File: src/rtl/dmcfg_pkg.sv
package dmcfg_pkg;
    localparam logic [7:0] ADDR_MODE_EN = 8'h53;
    localparam logic [7:0] ADDR_FILT_MERGE = 8'h54;
    localparam logic [7:0] ADDR_DATA_CTRL = 8'h55;
    localparam logic [7:0] ADDR_BAT_HIGH = 8'h56;
    localparam logic [7:0] ADDR_BAT_LOW = 8'h57;

    localparam logic [7:0] RST_MODE_EN = 8'h00;
    localparam logic [7:0] RST_FILT_MERGE = 8'h48;
    localparam logic [7:0] RST_DATA_CTRL = 8'h00;

    // writable bits; all others are reserved and read as zero
    localparam logic [7:0] MASK_MODE_EN = 8'hFE;
    localparam logic [7:0] MASK_FILT_MERGE = 8'h6D;
    localparam logic [7:0] MASK_DATA_CTRL = 8'h03;

    localparam int BIT_MANUAL = 7;
    localparam int BIT_EN_LOAD = 6;
    localparam int BIT_EN_MICBIAS = 5;
    localparam int BIT_EN_BATTERY = 4;
    localparam int BIT_EN_TEMP = 3;
    localparam int BIT_EN_SUPPLY = 2;
    localparam int BIT_EN_AUX = 1;
    localparam int POS_SUPPLY_FILT = 5;
    localparam int POS_BATTERY_FILT = 2;
    localparam int BIT_MERGE = 0;
    localparam int BIT_OVERRIDE = 1;
    localparam int BIT_FREEZE = 0;

    localparam logic [3:0] CHAN_BATTERY = 4'h0;
    localparam int RESULT_W = 12;
    localparam logic [RESULT_W-1:0] RST_RESULT = 12'h000;

    typedef struct packed {
        logic [7:0] mode_en;
        logic [7:0] filt_merge;
        logic [7:0] data_ctrl;
        logic [7:0] rdata;
        logic en_battery;
        logic en_micbias;
        logic en_load;
        logic en_temp;
        logic ovp_fault;
        logic bat_short_fault;
    } dmcfg_state_t;
endpackage

File: src/rtl/dmcfg_store_if.sv
`timescale 1ns/1ps
interface dmcfg_store_if #(
    parameter int W = 12
);
    logic load;
    logic [W-1:0] wdata;
    logic [W-1:0] rdata;

    modport writer (output load, output wdata, input rdata);
    modport store (input load, input wdata, output rdata);
endinterface

File: src/rtl/dmcfg_regs.sv
`timescale 1ns/1ps
// Notes on behaviour
// - auto mode enables four monitors with inputs
// - bit 6 enables load channel in manual
// - bit 5 enables mic-bias channel in manual
// - bit 4 enables battery channel in manual
// - bit 3 enables temperature channel in manual
// - bit 2 enables supply channel always
// - bit 1 enables aux analog channel always
// - merge bit ORs overvoltage into battery short
// - bit 1 enables battery/thermal data override
// - freeze bit stops result register updates
// - battery high byte read-only at 0x56
// - low nibble plus channel id 0000b
module dmcfg_regs #(
    parameter int RESULT_W = 12
) (
    input wire logic clk, // core clock
    input wire logic rstn, // async reset, active low
    input wire logic [7:0] reg_addr, // register address
    input wire logic reg_wr, // write strobe
    input wire logic [7:0] reg_wdata, // write data
    input wire logic reg_rd, // read strobe
    output logic [7:0] reg_rdata, // read data, one cycle after reg_rd
    input wire logic input_diag_any, // some input diagnostic enabled
    input wire logic sample_valid, // converter result strobe
    input wire logic [3:0] sample_chan, // converter result channel
    input wire logic [RESULT_W-1:0] sample_data, // converter result
    input wire logic [RESULT_W-1:0] override_data, // override result
    input wire logic in_overvoltage, // raw input overvoltage
    input wire logic in_short_battery, // raw input short to battery
    output logic battery_check_on, // battery monitor enable
    output logic micbias_check_on, // mic-bias voltage monitor enable
    output logic micbias_load_check_on, // mic-bias load monitor enable
    output logic temp_check_on, // temperature monitor enable
    output logic analog_supply_check_on, // supply monitor enable
    output logic aux_analog_check_on, // aux analog monitor enable
    output logic [1:0] supply_filter_choice, // supply filter select
    output logic [1:0] battery_filter_choice, // battery filter select
    output logic battery_thermal_data_override, // override enable
    output logic freeze_monitor_result, // result hold active
    output logic fault_overvoltage, // reported overvoltage fault
    output logic fault_battery_short // reported battery short fault
);
    dmcfg_pkg::dmcfg_state_t s_q;
    dmcfg_pkg::dmcfg_state_t s_d;

    dmcfg_store_if #(.W(RESULT_W)) bat_if ();

    dmcfg_result_store #(.W(RESULT_W)) u_bat_store (
        .clk(clk),
        .rstn(rstn),
        .st(bat_if.store)
    );

    function automatic logic [7:0] masked_write(input logic [7:0] wdata,
                                                input logic [7:0] mask,
                                                input logic [7:0] rstv);
        masked_write = (wdata & mask) | (rstv & ~mask);
    endfunction

    // one-hot select shared by the write and the read decode, so the
    // two paths can never disagree about which register is addressed
    typedef struct packed {
        logic mode_en;
        logic filt_merge;
        logic data_ctrl;
        logic bat_high;
        logic bat_low;
    } dmcfg_sel_t;

    function automatic dmcfg_sel_t decode_addr(input logic [7:0] a);
        decode_addr = '0;
        if (a == dmcfg_pkg::ADDR_MODE_EN) begin
            decode_addr.mode_en = 1'b1;
        end else if (a == dmcfg_pkg::ADDR_FILT_MERGE) begin
            decode_addr.filt_merge = 1'b1;
        end else if (a == dmcfg_pkg::ADDR_DATA_CTRL) begin
            decode_addr.data_ctrl = 1'b1;
        end else if (a == dmcfg_pkg::ADDR_BAT_HIGH) begin
            decode_addr.bat_high = 1'b1;
        end else if (a == dmcfg_pkg::ADDR_BAT_LOW) begin
            decode_addr.bat_low = 1'b1;
        end
    endfunction

    // a monitor follows its own bit in manual mode, the inputs otherwise
    function automatic logic pick_enable(input logic manual_mode,
                                         input logic own_bit,
                                         input logic auto_on);
        pick_enable = manual_mode ? own_bit : auto_on;
    endfunction

    // both filter fields are two bits wide, only their position differs
    function automatic logic [1:0] filter_field(input logic [7:0] r,
                                                input int pos);
        filter_field = r[pos +: 2];
    endfunction

    // the result is read as a high byte and a low nibble with its channel
    function automatic logic [7:0] result_byte(input logic [RESULT_W-1:0] r,
                                               input logic high);
        if (high) begin
            result_byte = r[RESULT_W-1 -: 8];
        end else begin
            result_byte = {r[3:0], dmcfg_pkg::CHAN_BATTERY};
        end
    endfunction

    logic manual;
    logic freeze;
    logic override_on;
    dmcfg_sel_t sel;

    always_comb begin
        manual = s_q.mode_en[dmcfg_pkg::BIT_MANUAL];
        freeze = s_q.data_ctrl[dmcfg_pkg::BIT_FREEZE];
        override_on = s_q.data_ctrl[dmcfg_pkg::BIT_OVERRIDE];
        sel = decode_addr(reg_addr);
    end

    // updates stop while frozen so the high and low reads match
    // the freeze holds off the override too, so a held pair stays put
    always_comb begin
        bat_if.load = 1'b0;
        bat_if.wdata = sample_data;
        if (!freeze) begin
            if (override_on) begin
                bat_if.load = 1'b1;
                bat_if.wdata = override_data;
            end else if (sample_valid &&
                         sample_chan == dmcfg_pkg::CHAN_BATTERY) begin
                bat_if.load = 1'b1;
            end
        end
    end

    always_comb begin
        s_d = s_q;
        // reserved bits are forced to their reset value on write
        if (reg_wr) begin
            if (sel.mode_en) begin
                s_d.mode_en = masked_write(reg_wdata,
                    dmcfg_pkg::MASK_MODE_EN, dmcfg_pkg::RST_MODE_EN);
            end else if (sel.filt_merge) begin
                s_d.filt_merge = masked_write(reg_wdata,
                    dmcfg_pkg::MASK_FILT_MERGE, dmcfg_pkg::RST_FILT_MERGE);
            end else if (sel.data_ctrl) begin
                s_d.data_ctrl = masked_write(reg_wdata,
                    dmcfg_pkg::MASK_DATA_CTRL, dmcfg_pkg::RST_DATA_CTRL);
            end
        end

        // unmapped reads give zero; read data stands until the next read
        if (reg_rd) begin
            if (sel.mode_en) begin
                s_d.rdata = s_q.mode_en;
            end else if (sel.filt_merge) begin
                s_d.rdata = s_q.filt_merge;
            end else if (sel.data_ctrl) begin
                s_d.rdata = s_q.data_ctrl;
            end else if (sel.bat_high) begin
                s_d.rdata = result_byte(bat_if.rdata, 1'b1);
            end else if (sel.bat_low) begin
                s_d.rdata = result_byte(bat_if.rdata, 1'b0);
            end else begin
                s_d.rdata = 8'h00;
            end
        end

        // auto mode ties the four channels to the input diagnostics
        s_d.en_load = pick_enable(manual,
            s_q.mode_en[dmcfg_pkg::BIT_EN_LOAD], input_diag_any);
        s_d.en_micbias = pick_enable(manual,
            s_q.mode_en[dmcfg_pkg::BIT_EN_MICBIAS], input_diag_any);
        s_d.en_battery = pick_enable(manual,
            s_q.mode_en[dmcfg_pkg::BIT_EN_BATTERY], input_diag_any);
        s_d.en_temp = pick_enable(manual,
            s_q.mode_en[dmcfg_pkg::BIT_EN_TEMP], input_diag_any);

        // merged mode leaves the overvoltage output quiet
        if (s_q.filt_merge[dmcfg_pkg::BIT_MERGE]) begin
            s_d.ovp_fault = 1'b0;
            s_d.bat_short_fault = in_overvoltage | in_short_battery;
        end else begin
            s_d.ovp_fault = in_overvoltage;
            s_d.bat_short_fault = in_short_battery;
        end
    end

    always_ff @(posedge clk or negedge rstn) begin
        if (!rstn) begin
            s_q <= '{mode_en: dmcfg_pkg::RST_MODE_EN,
                     filt_merge: dmcfg_pkg::RST_FILT_MERGE,
                     data_ctrl: dmcfg_pkg::RST_DATA_CTRL,
                     default: '0};
        end else begin
            s_q <= s_d;
        end
    end

    always_comb begin
        reg_rdata = s_q.rdata;
        battery_check_on = s_q.en_battery;
        micbias_check_on = s_q.en_micbias;
        micbias_load_check_on = s_q.en_load;
        temp_check_on = s_q.en_temp;
        analog_supply_check_on = s_q.mode_en[dmcfg_pkg::BIT_EN_SUPPLY];
        aux_analog_check_on = s_q.mode_en[dmcfg_pkg::BIT_EN_AUX];
        supply_filter_choice = filter_field(s_q.filt_merge,
            dmcfg_pkg::POS_SUPPLY_FILT);
        battery_filter_choice = filter_field(s_q.filt_merge,
            dmcfg_pkg::POS_BATTERY_FILT);
        battery_thermal_data_override = override_on;
        freeze_monitor_result = freeze;
        fault_overvoltage = s_q.ovp_fault;
        fault_battery_short = s_q.bat_short_fault;
    end
endmodule

File: src/rtl/dmcfg_result_store.sv
`timescale 1ns/1ps
module dmcfg_result_store #(
    parameter int W = 12
) (
    input wire logic clk, // core clock
    input wire logic rstn, // async reset, active low
    dmcfg_store_if.store st // load port and registered read data
);
    logic [W-1:0] data_q;
    logic [W-1:0] data_d;

    // both halves live in one word so a freeze keeps them coherent
    always_comb begin
        data_d = data_q;
        if (st.load) begin
            data_d = st.wdata;
        end
    end

    always_ff @(posedge clk or negedge rstn) begin
        if (!rstn) begin
            data_q <= W'(dmcfg_pkg::RST_RESULT);
        end else begin
            data_q <= data_d;
        end
    end

    assign st.rdata = data_q;
endmodule

File: config.mk
export PLATFORM = sky130hd
export DESIGN_NAME = dmcfg_regs
export DESIGN_NICKNAME = d
export VERILOG_FILES = /design/src/rtl/dmcfg_pkg.sv /design/src/rtl/dmcfg_store_if.sv /design/src/rtl/dmcfg_regs.sv /design/src/rtl/dmcfg_result_store.sv
export SDC_FILE = /design/constraint.sdc
export NUM_CORES = 1
export LEC_CHECK = 0
export BUFFER_PORTS_ARGS = -buffer_cell sky130_fd_sc_hd__buf_2
export CORE_ASPECT_RATIO = 0.75
export CORE_MARGIN = 2
export CORE_UTILIZATION = 40
export DETAILED_ROUTE_END_ITERATION = 10
export PLACE_DENSITY = 0.68
export SYNTH_ARGS = -nofsm -noshare
export SYNTH_HDL_FRONTEND = slang
export SYNTH_SLANG_ARGS = --single-unit
export TNS_END_PERCENT = 1
File: constraint.sdc
create_clock -name clk -period 1.9 [get_ports clk]
set_input_delay 0.285 -clock clk [delete_from_list [all_inputs] [get_ports clk]]
set_output_delay 0.285 -clock clk [all_outputs]
set_load 0.01 [all_outputs]
### After elaboration in Yosys (flattened, before gate mapping)

Cells that the tools add are included.

* equality and inequality tests: 5
* muxes and demuxes: 24
* bitwise logic cells: 3
* reductions and logical operators: 5

Operators with widths (number)
* $eq 8x7->1 const B: 5
* $mux 8: 5
* $mux 12: 2
* $mux 1: 13
* $logic_not 4->1: 1
* $mux 2: 2
* $mux 4: 1
* $reduce_and 4->1: 1
* $mux 3: 1
* $reduce_and 3->1: 1
* $not 1->1: 2
* $reduce_and 2->1: 1
* $logic_and 1x1->1: 1
* $or 1x1->1: 1

* flip-flop bits (word level): 40
* input port bits: 52
* output and inout bits: 22
* word-level logic and storage cells: 48

### Depth between registers and ports, before layout

Gate-level depths: netlist of the first run.

* depth in word-level cells: 11
* mapped depth: 5

### Hierarchy

Synthesis of the first run repeated with hierarchy kept, for this count alone.

* cell total of the unflattened synthesis: 161
* area total of the unflattened synthesis: 2103.3 um^2

By module, submodules not included
* dmcfg_regs: instances 1, cells an instance 136, area each 1619.1 um^2
* dmcfg_result_store: instances 1, cells an instance 25, area each 484.2 um^2

### Worst setup path before layout of the first run

Ideal clock, no wire load.

* kind: flip-flop to flip-flop
* start: reg s_q, in the netlist freeze_monitor_result
* end: reg u_bat_store.data_q[0] (netlist: u_bat_store.st.rdata[0])
* library setup time: 0.141 ns
* arrival: 1.338 ns
* slack: 0.421 ns
* cell stages (with the launch flop): 5
* period minus slack after synthesis: 1.479 ns
* cell sequence: dfrtp_1 or4_4 buf_6 o21ai_1 a31oi_1

* longest elaborated chain between the ends: 1
* elaborated cells between the ends (all ways): 2
* classes of those cells: mux (2)

Ends and longest elaborated chain
* start, declared: line dmcfg_regs.sv:45 `dmcfg_pkg::dmcfg_state_t s_q;`
* start signal, assigned: line dmcfg_regs.sv:193 `s_q <= '{mode_en: dmcfg_pkg::RST_MODE_EN,`
* $mux 12 or $mux 1 (tied branches): line dmcfg_regs.sv:127 `if (!freeze) begin`
* end signal, assigned: line dmcfg_result_store.sv:22 `data_q <= W'(dmcfg_pkg::RST_RESULT);`
* end signal, assigned: line dmcfg_result_store.sv:24 `data_q <= data_d;`
* end, declared: line dmcfg_result_store.sv:9 `logic [W-1:0] data_q;`

Several ways; a longest one is shown, not always the timed one.
A chain may end at the register's enable or synchronous reset.

### Worst setup path after layout of the first run

* start: reg s_q, in the netlist freeze_monitor_result
* end: reg u_bat_store.data_q[7] (netlist: u_bat_store.st.rdata[7])

Same word-level chain as after synthesis.

==> results of run 1 <==
## cell usage in the layout, fill, tap and decap left out, types with 2 or more instances in the layout
cell type	netlist	layout
nor2_1	12	12
o21ai_1	11	11
nand4_1	2	2
buf_4	12	2
a22oi_1	4	4
nor2b_1	5	5
dfstp_2	2	2
nand3_1	12	12
nand4b_1	4	4
mux2_1	8	8
a31oi_1	12	12
dfrtp_1	38	38
buf_2	4	73
mux2i_1	2	2
clkbuf_8	0	5
nand2b_1	3	3
nand2_1	9	9
o32ai_1	4	4
inv_1	10	10
o22ai_1	4	4
a2bb2oi_1	2	2
mux2_2	11	11
## repair_timing
| action | 4_1_cts | 5_1_grt |
|---|---|---|
| endpoints found under the setup margin | 0 | 0 |
| endpoints found under the hold margin | 17 | 0 |
| hold buffers | 1 | 0 |
## sequential cells by signal (all words and copies together) (netlist names)
signal and flops:
u_bat_store.st.rdata 12, micbias_check_on 1, supply_filter_choice 2, battery_thermal_data_override 1, temp_check_on 1, aux_analog_check_on 1
battery_check_on 1, fault_overvoltage 1, reg_rdata 8, fault_battery_short 1, analog_supply_check_on 1, micbias_load_check_on 1
freeze_monitor_result 1, battery_filter_choice 2, s_q 5, manual 1
## layout make-up
| type | instances | share of cell area, % |
|---|---|---|
| Multi-Input combinational cell | 118 | 33.5 |
| Inverter | 10 | 1.53 |
| Tap cell | 60 | 3.05 |
| Timing Repair Buffer | 77 | 16.7 |
| Sequential cell | 40 | 40.8 |
| Clock buffer | 5 | 2.80 |
| Clock inverter | 3 | 1.73 |
## report_power, final
group	switching [mW]	internal, mW
sequential	0.0885	0.976
combinational	0.179	0.186
clock	0.298	0.388
total	0.565	1.55
## metrics by stage
step	power, mW	cells	instance area (sq um)	setup slack, ns	utilization [%]
global placement	1.43	304	2340	0.377	48.0
CTS	2.14	313	2460	0.367	50.5
floorplan	1.27	191	2010	0.421	-
finish	2.12	313	2460	0.358	50.5
detailed placement	1.44	304	2340	0.314	48.0
global route	2.25	313	2460	0.279	50.5
## per-layer routing
metal / GRT usage, % / vias up / part of all wire (%)
met2: 22.9 / 71 / 39
met5: 0 / - / 0
met1: 27.0 / 707 / 49
li1: - / 796 / -
met4: 7.14 / 0 / 1.6
met3: 4.65 / 7 / 9.6
## logic make-up after synthesis
family | after synthesis
DFF | 40
muxes | 21
and+or+nand+nor | 57
AOI/OAI and AO/OA | 40
buffers and inverters | 33
## worst register-to-register path: stages (launching register included)
cell,delay (ns)
dfrtp_1,0.45
or4_4,0.64
o21ai_0,0.21
a31oi_1,0.12
## final timing paths
path,to,cells after the start,from,slack (ns)
max,u_bat_store.st.rdata[7],3,freeze_monitor_result,0.36
min,fault_battery_short,2,in_short_battery,0.16
max reg2reg,u_bat_store.st.rdata[7],3,freeze_monitor_result,0.36
min reg2reg,fault_overvoltage,1,s_q[22],0.49
max in group asynchronous,u_bat_store.st.rdata[11],3,rstn,0.94
min in group asynchronous,reg_rdata[7],2,rstn,0.48
==> metrics.yaml, run 1 <==
sta:
  max_slew_margin_pct: 56.3
  holdWs_ns: 0.159
  clock.fmax_mhz: 649
  worstMarginPinSlew_ns: 0.654
  slew_viol_final: 0
  fin_tns_setup_ns: 0
  rsz0062_at_grt: "false"
  post-route-period-util_pct: 81.1
  hold_viol_final: 0
  post-route-min-period_ns: 1.54
  setup_violations: 0
  finClkSkew_ns: 0.00646
global_route:
  antenna_found_initial: 0
  grt_pass1_wl_um: 7400
  grt_max_degree: 25
  grt.total_usage_pct: 17.6
  gr-total-overflow: 0
  grt_pass1_vias: 1473
synth:
  async_reset_ff_share_pct: 100
  synth_most_common_cell: "dfrtp_1"
  muxShareOfSynthArea_pct: 11.7
  synth_edf_count: 0
  ys_ff_latch: 40
  yosys_warnings: 0
  yosys.area_share.simple_pct: 16.4
  synthTopCellsByArea: "dfrtp_1 47%, mux2_2 6.2%, buf_4 4.5%, mux2_1 4.5%, a31oi_1 3.7%"
  synth_top_cell_by_area: "dfrtp_1"
  synthCells: 191
  synth.distinct_cells: 37
  synth_common_cells: "38 x dfrtp_1, 12 x a31oi_1, 12 x buf_4, 12 x nand3_1, 12 x nor2_1"
  synthesis.area_sq_um: 2010
  synth_compound_area_share_pct: 13.0
  synth_adder_area_share_pct: 0
  avgSynthCellArea_sq_um: 10.5
  synth_top_area_share_pct: 47.4
  synth_top_family_by_area: "simple AND/OR/NAND/NOR gates"
  synth_xor_area_share_pct: 0
  synthesis.nets: 243
  synth_flop_cell: "dfrtp_1"
  yosysSeqAreaShare_pct: 50.0
floorplan:
  row_count: 22
  die_w_um: 85.8
  dieArea_sq_um: 5610
  core_sq_um: 4870
  ios: 74
  initial_utilization_pct: 41.2
  die_h_um: 65.4
clock_network:
  clock_sink_count: 40
  cts_buffers: 5
  clockBufferDepth: 2
  cts_setup_buffers: 0
  ctsResizeCount: 0
  clockRootBuffer: "clkbuf_8"
  path_clk_slew_ns: 0.08
  cts_tree: "built"
  clkLatencyLatePin_ns: 0.30
  htreeDepth: 2
setup_path:
  critPathKind: "reg -> reg"
  cp_max_fo: 12
  critPathRequiredTime_ns: 2.07
  slowest_delay_ns: 0.64
  crit_buf_inv: 0
  cp-end-kind: "flip-flop"
  cp.arrival_ns: 1.71
  cp_cell_sequence: "or4_4 > o21ai_0 > a31oi_1"
  cp_slowest_cell: "or4_4"
  cp_top_family: "simple AND/OR/NAND/NOR gates"
  startpoint_type: "flip-flop"
finish:
  fillers: 490
  layout.nets: 304
  seq_area_sq_um: 1000
  syn2layout_area_growth_pct: 22.6
  antenna_cells: 0
  layout-drive-gt1-share_pct: 39.9
  multi_input_area_sq_um: 823
drt:
  first_pass_iters: 8
  vias: 1581
  ant_nets: 0
  drt_iter0_drc: 116
  wl_um: 4590
  route.detailed.drc: 5
  wire_per_inst_um: 14.6
  routed_via_density: 5.05
status:
  status: "finished, violations left"
  violations: "DRC"
power_and_ir_drop:
  ir_drop_mv: 0.297
  power_leakage_nw: 1.19
  p_per_area_nw_per_um2: 859
flow_run:
  drv_cap: 0
placement:
  globalplace.congestion: 0.832
  port-buffer-count: 73
  place.detailed.hpwl_um: 3540
hold_path:
  hold_path_class: "in -> reg"
No activity file was read; power rests on OpenSTA's default activity.
==> run 2, diff against run 1 <==
--- a/config.mk
+++ b/config.mk
@@ -5,12 +5,13 @@
 export SDC_FILE = /design/constraint.sdc
 export NUM_CORES = 1
 export LEC_CHECK = 0
+export ABC_AREA = 1
 export BUFFER_PORTS_ARGS = -buffer_cell sky130_fd_sc_hd__buf_2
 export CORE_ASPECT_RATIO = 0.75
 export CORE_MARGIN = 2
 export CORE_UTILIZATION = 40
 export DETAILED_ROUTE_END_ITERATION = 10
-export PLACE_DENSITY = 0.68
+export PLACE_DENSITY = 0.67
 export SYNTH_ARGS = -nofsm -noshare
 export SYNTH_HDL_FRONTEND = slang
 export SYNTH_SLANG_ARGS = --single-unit
==> constraint.sdc (replaced) <==
create_clock -name clk -period 1.6 [get_ports clk]
set_input_delay 0.24 -clock clk [delete_from_list [all_inputs] [get_ports clk]]
set_output_delay 0.24 -clock clk [all_outputs]
set_load 0.01 [all_outputs]
==> metrics.yaml, run 2 <==
sta:
  fin_ws_ns: 0.327
  post-route-period-util_pct: 79.5
  setup_violations: 0
  finClkSkew_ns: 0.00674
  slew_viol_final: 0
  rsz0062_at_grt: "false"
  fin_tns_setup_ns: 0
  max_slew_margin_pct: 74.0
  clock.fmax_mhz: 786
  hold_viol_final: 0
  worstMarginPinSlew_ns: 0.388
  post-route-min-period_ns: 1.27
setup_path:
  cp.arrival_ns: 1.49
  cp_cell_sequence: "nor2_1 > nand4_1 > nand2_2 > o211ai_1 > o21ai_0"
  cp_slowest_cell: "dfrtp_1"
  r2r_cells: 5
  cp-end-kind: "flip-flop"
  crit_buf_inv: 0
  critPathRequiredTime_ns: 1.81
  cp_top_family: "simple AND/OR/NAND/NOR gates"
  startpoint_type: "flip-flop"
  cp_max_fo: 24
  slowest_delay_ns: 0.41
  critPathKind: "reg -> reg"
  path_depth: 5
clock_network:
  htreeDepth: 2
  cts.hold.buffers_added: 1
  path_clk_slew_ns: 0.08
  clockRootBuffer: "clkbuf_8"
  cts_buffers: 5
  clkLatencyLatePin_ns: 0.29
  clockBufferDepth: 2
  cts_setup_buffers: 0
  ctsResizeCount: 0
  cts_tree: "built"
  clock_sink_count: 40
placement:
  globalplace.congestion: 0.820
  dp_cells: 380
  port-buffer-count: 73
  pre_cts_slack_ns: 0.249
  place.detailed.hpwl_um: 3560
finish:
  largest_reg_flops: 12
  seq_area_sq_um: 1000
  layout-drive-gt1-share_pct: 34.1
  mostFrequentLayoutCell: "buf_2"
  syn2layout_area_growth_pct: 21.2
  multi_input_area_sq_um: 851
  fillers: 498
  final_cell_mix: "73 x buf_2, 48 x nand2_1, 38 x dfrtp_1, 27 x inv_1, 27 x nor2_1"
  antenna_cells: 0
  layout.nets: 368
  stdcell_count: 389
  postLayoutCoreUtil_pct: 51.5
power_and_ir_drop:
  p_per_area_nw_per_um2: 947
  power_leakage_nw: 1.43
  ir_drop_mv: 0.478
  power_mw: 2.43
floorplan:
  initial_utilization_pct: 42.5
  dieArea_sq_um: 5890
  ios: 74
  die_w_um: 88.0
  row_count: 22
  die_h_um: 67.0
  core_sq_um: 4980
global_route:
  antenna_found_initial: 0
  grt_pass1_wl_um: 7720
  gr-total-overflow: 0
  grt.total_usage_pct: 17.1
  grt_pass1_vias: 1708
  grt_max_degree: 41
synth:
  synth_edf_count: 0
  yosys_warnings: 0
  synth_flop_cell: "dfrtp_1"
  synthCells: 251
  synth_most_common_cell: "nand2_1"
  synth.distinct_cells: 27
  async_reset_ff_share_pct: 100
  synthesis.nets: 303
  avgSynthCellArea_sq_um: 8.43
  yosysSeqAreaShare_pct: 47.4
  synth_top_area_share_pct: 44.9
  synth_common_cells: "48 x nand2_1, 38 x dfrtp_1, 27 x inv_1, 27 x nor2_1, 22 x nand3_1"
  ys_ff_latch: 40
  synthesis.area_sq_um: 2120
  synth_top_cell_by_area: "dfrtp_1"
  synthTopCellsByArea: "dfrtp_1 45%, nand2_1 8.5%, nand3_1 5.2%, inv_1 4.8%, nor2_1 4.8%"
hold_path:
  holdPathStages: 2
  hold_path_class: "in -> reg"
drt:
  first_pass_iters: 4
  ant_nets: 0
  drt_iter0_drc: 78
  routed_via_density: 4.62
  vias: 1797
  route.detailed.drc: 0
  wire_per_inst_um: 11.7
  wl_um: 4550
status:
  status: "completed"
flow_run:
  drv_cap: 0
-- run 2: cell count changes after synthesis, moves of 8 or more --
cell and change:
nand2_1 +39, inv_1 +17, nor2_1 +15, a31oi_1 -12, a21oi_1 +11, mux2_2 -11
nand3_1 +10, o21ai_0 +9, mux2_1 -8
-- run 2: worst paths after layout --
path                                        from                       end  slack (ns)
setup / recovery           freeze_monitor_result  u_bat_store.st.rdata[11]        0.33
max in group asynchronous                   rstn  battery_filter_choice[1]        0.89
min in group asynchronous                   rstn   u_bat_store.st.rdata[4]        0.44
setup reg to reg           freeze_monitor_result  u_bat_store.st.rdata[11]        0.33
hold reg to reg                     reg_rdata[2]              reg_rdata[2]        0.49
hold / removal                  in_short_battery       fault_battery_short        0.15
-- run 2: final cells by class --
cell class                      instances  area share [%]
Multi-Input combinational cell        161            33.2
Clock inverter                          2           0.390
Timing Repair Buffer                   77            16.0
Sequential cell                        40            39.1
Clock buffer                            6            3.22
Tap cell                               72            3.51
Inverter                               31            4.54
-- run 2: power breakdown --
part	total (mW)	internal [mW]	switching, mW
Sequential	1.29	1.19	0.0978
Clock	0.692	0.344	0.348
Combinational	0.445	0.194	0.250
-- run 2: kinds of logic (layout without fill, tap and decap cells) --
group | after synthesis | after routing | share of synthesized area [%]
DFF | 40 | 40 | 47.4
muxes | 9 | 9 | 4.26
AOI/OAI and AO/OA | 39 | 39 | 10.6
and+or+nand+nor | 113 | 113 | 25.4
buffers and inverters | 50 | 116 | 12.4
-- run 2: worst register-to-register path, stage by stage, from the launching register on --
cell      delay (ns)
dfrtp_1         0.41
nor2_1          0.11
nand4_1         0.10
nand2_2         0.32
o211ai_1        0.14
o21ai_0         0.10
-- run 2: per-layer routing --
| layer | GRT usage, % | vias to the layer above | part of all wire, % |
|---|---|---|---|
| met5 | 0 | - | 0 |
| met4 | 4.04 | 0 | 0.88 |
| met3 | 4.96 | 4 | 6.9 |
| met2 | 26.0 | 55 | 41 |
| met1 | 23.8 | 819 | 51 |
| li1 | - | 919 | - |
-- run 2: metrics by stage --
stage / hold slack, ns / instance area [sq um]
after global placement: 0.228 / 2460
final: 0.148 / 2560
after floorplan: -0.0556 / 2120
after CTS: 0.147 / 2560
after detailed placement: 0.231 / 2460
after global routing: 0.150 / 2560
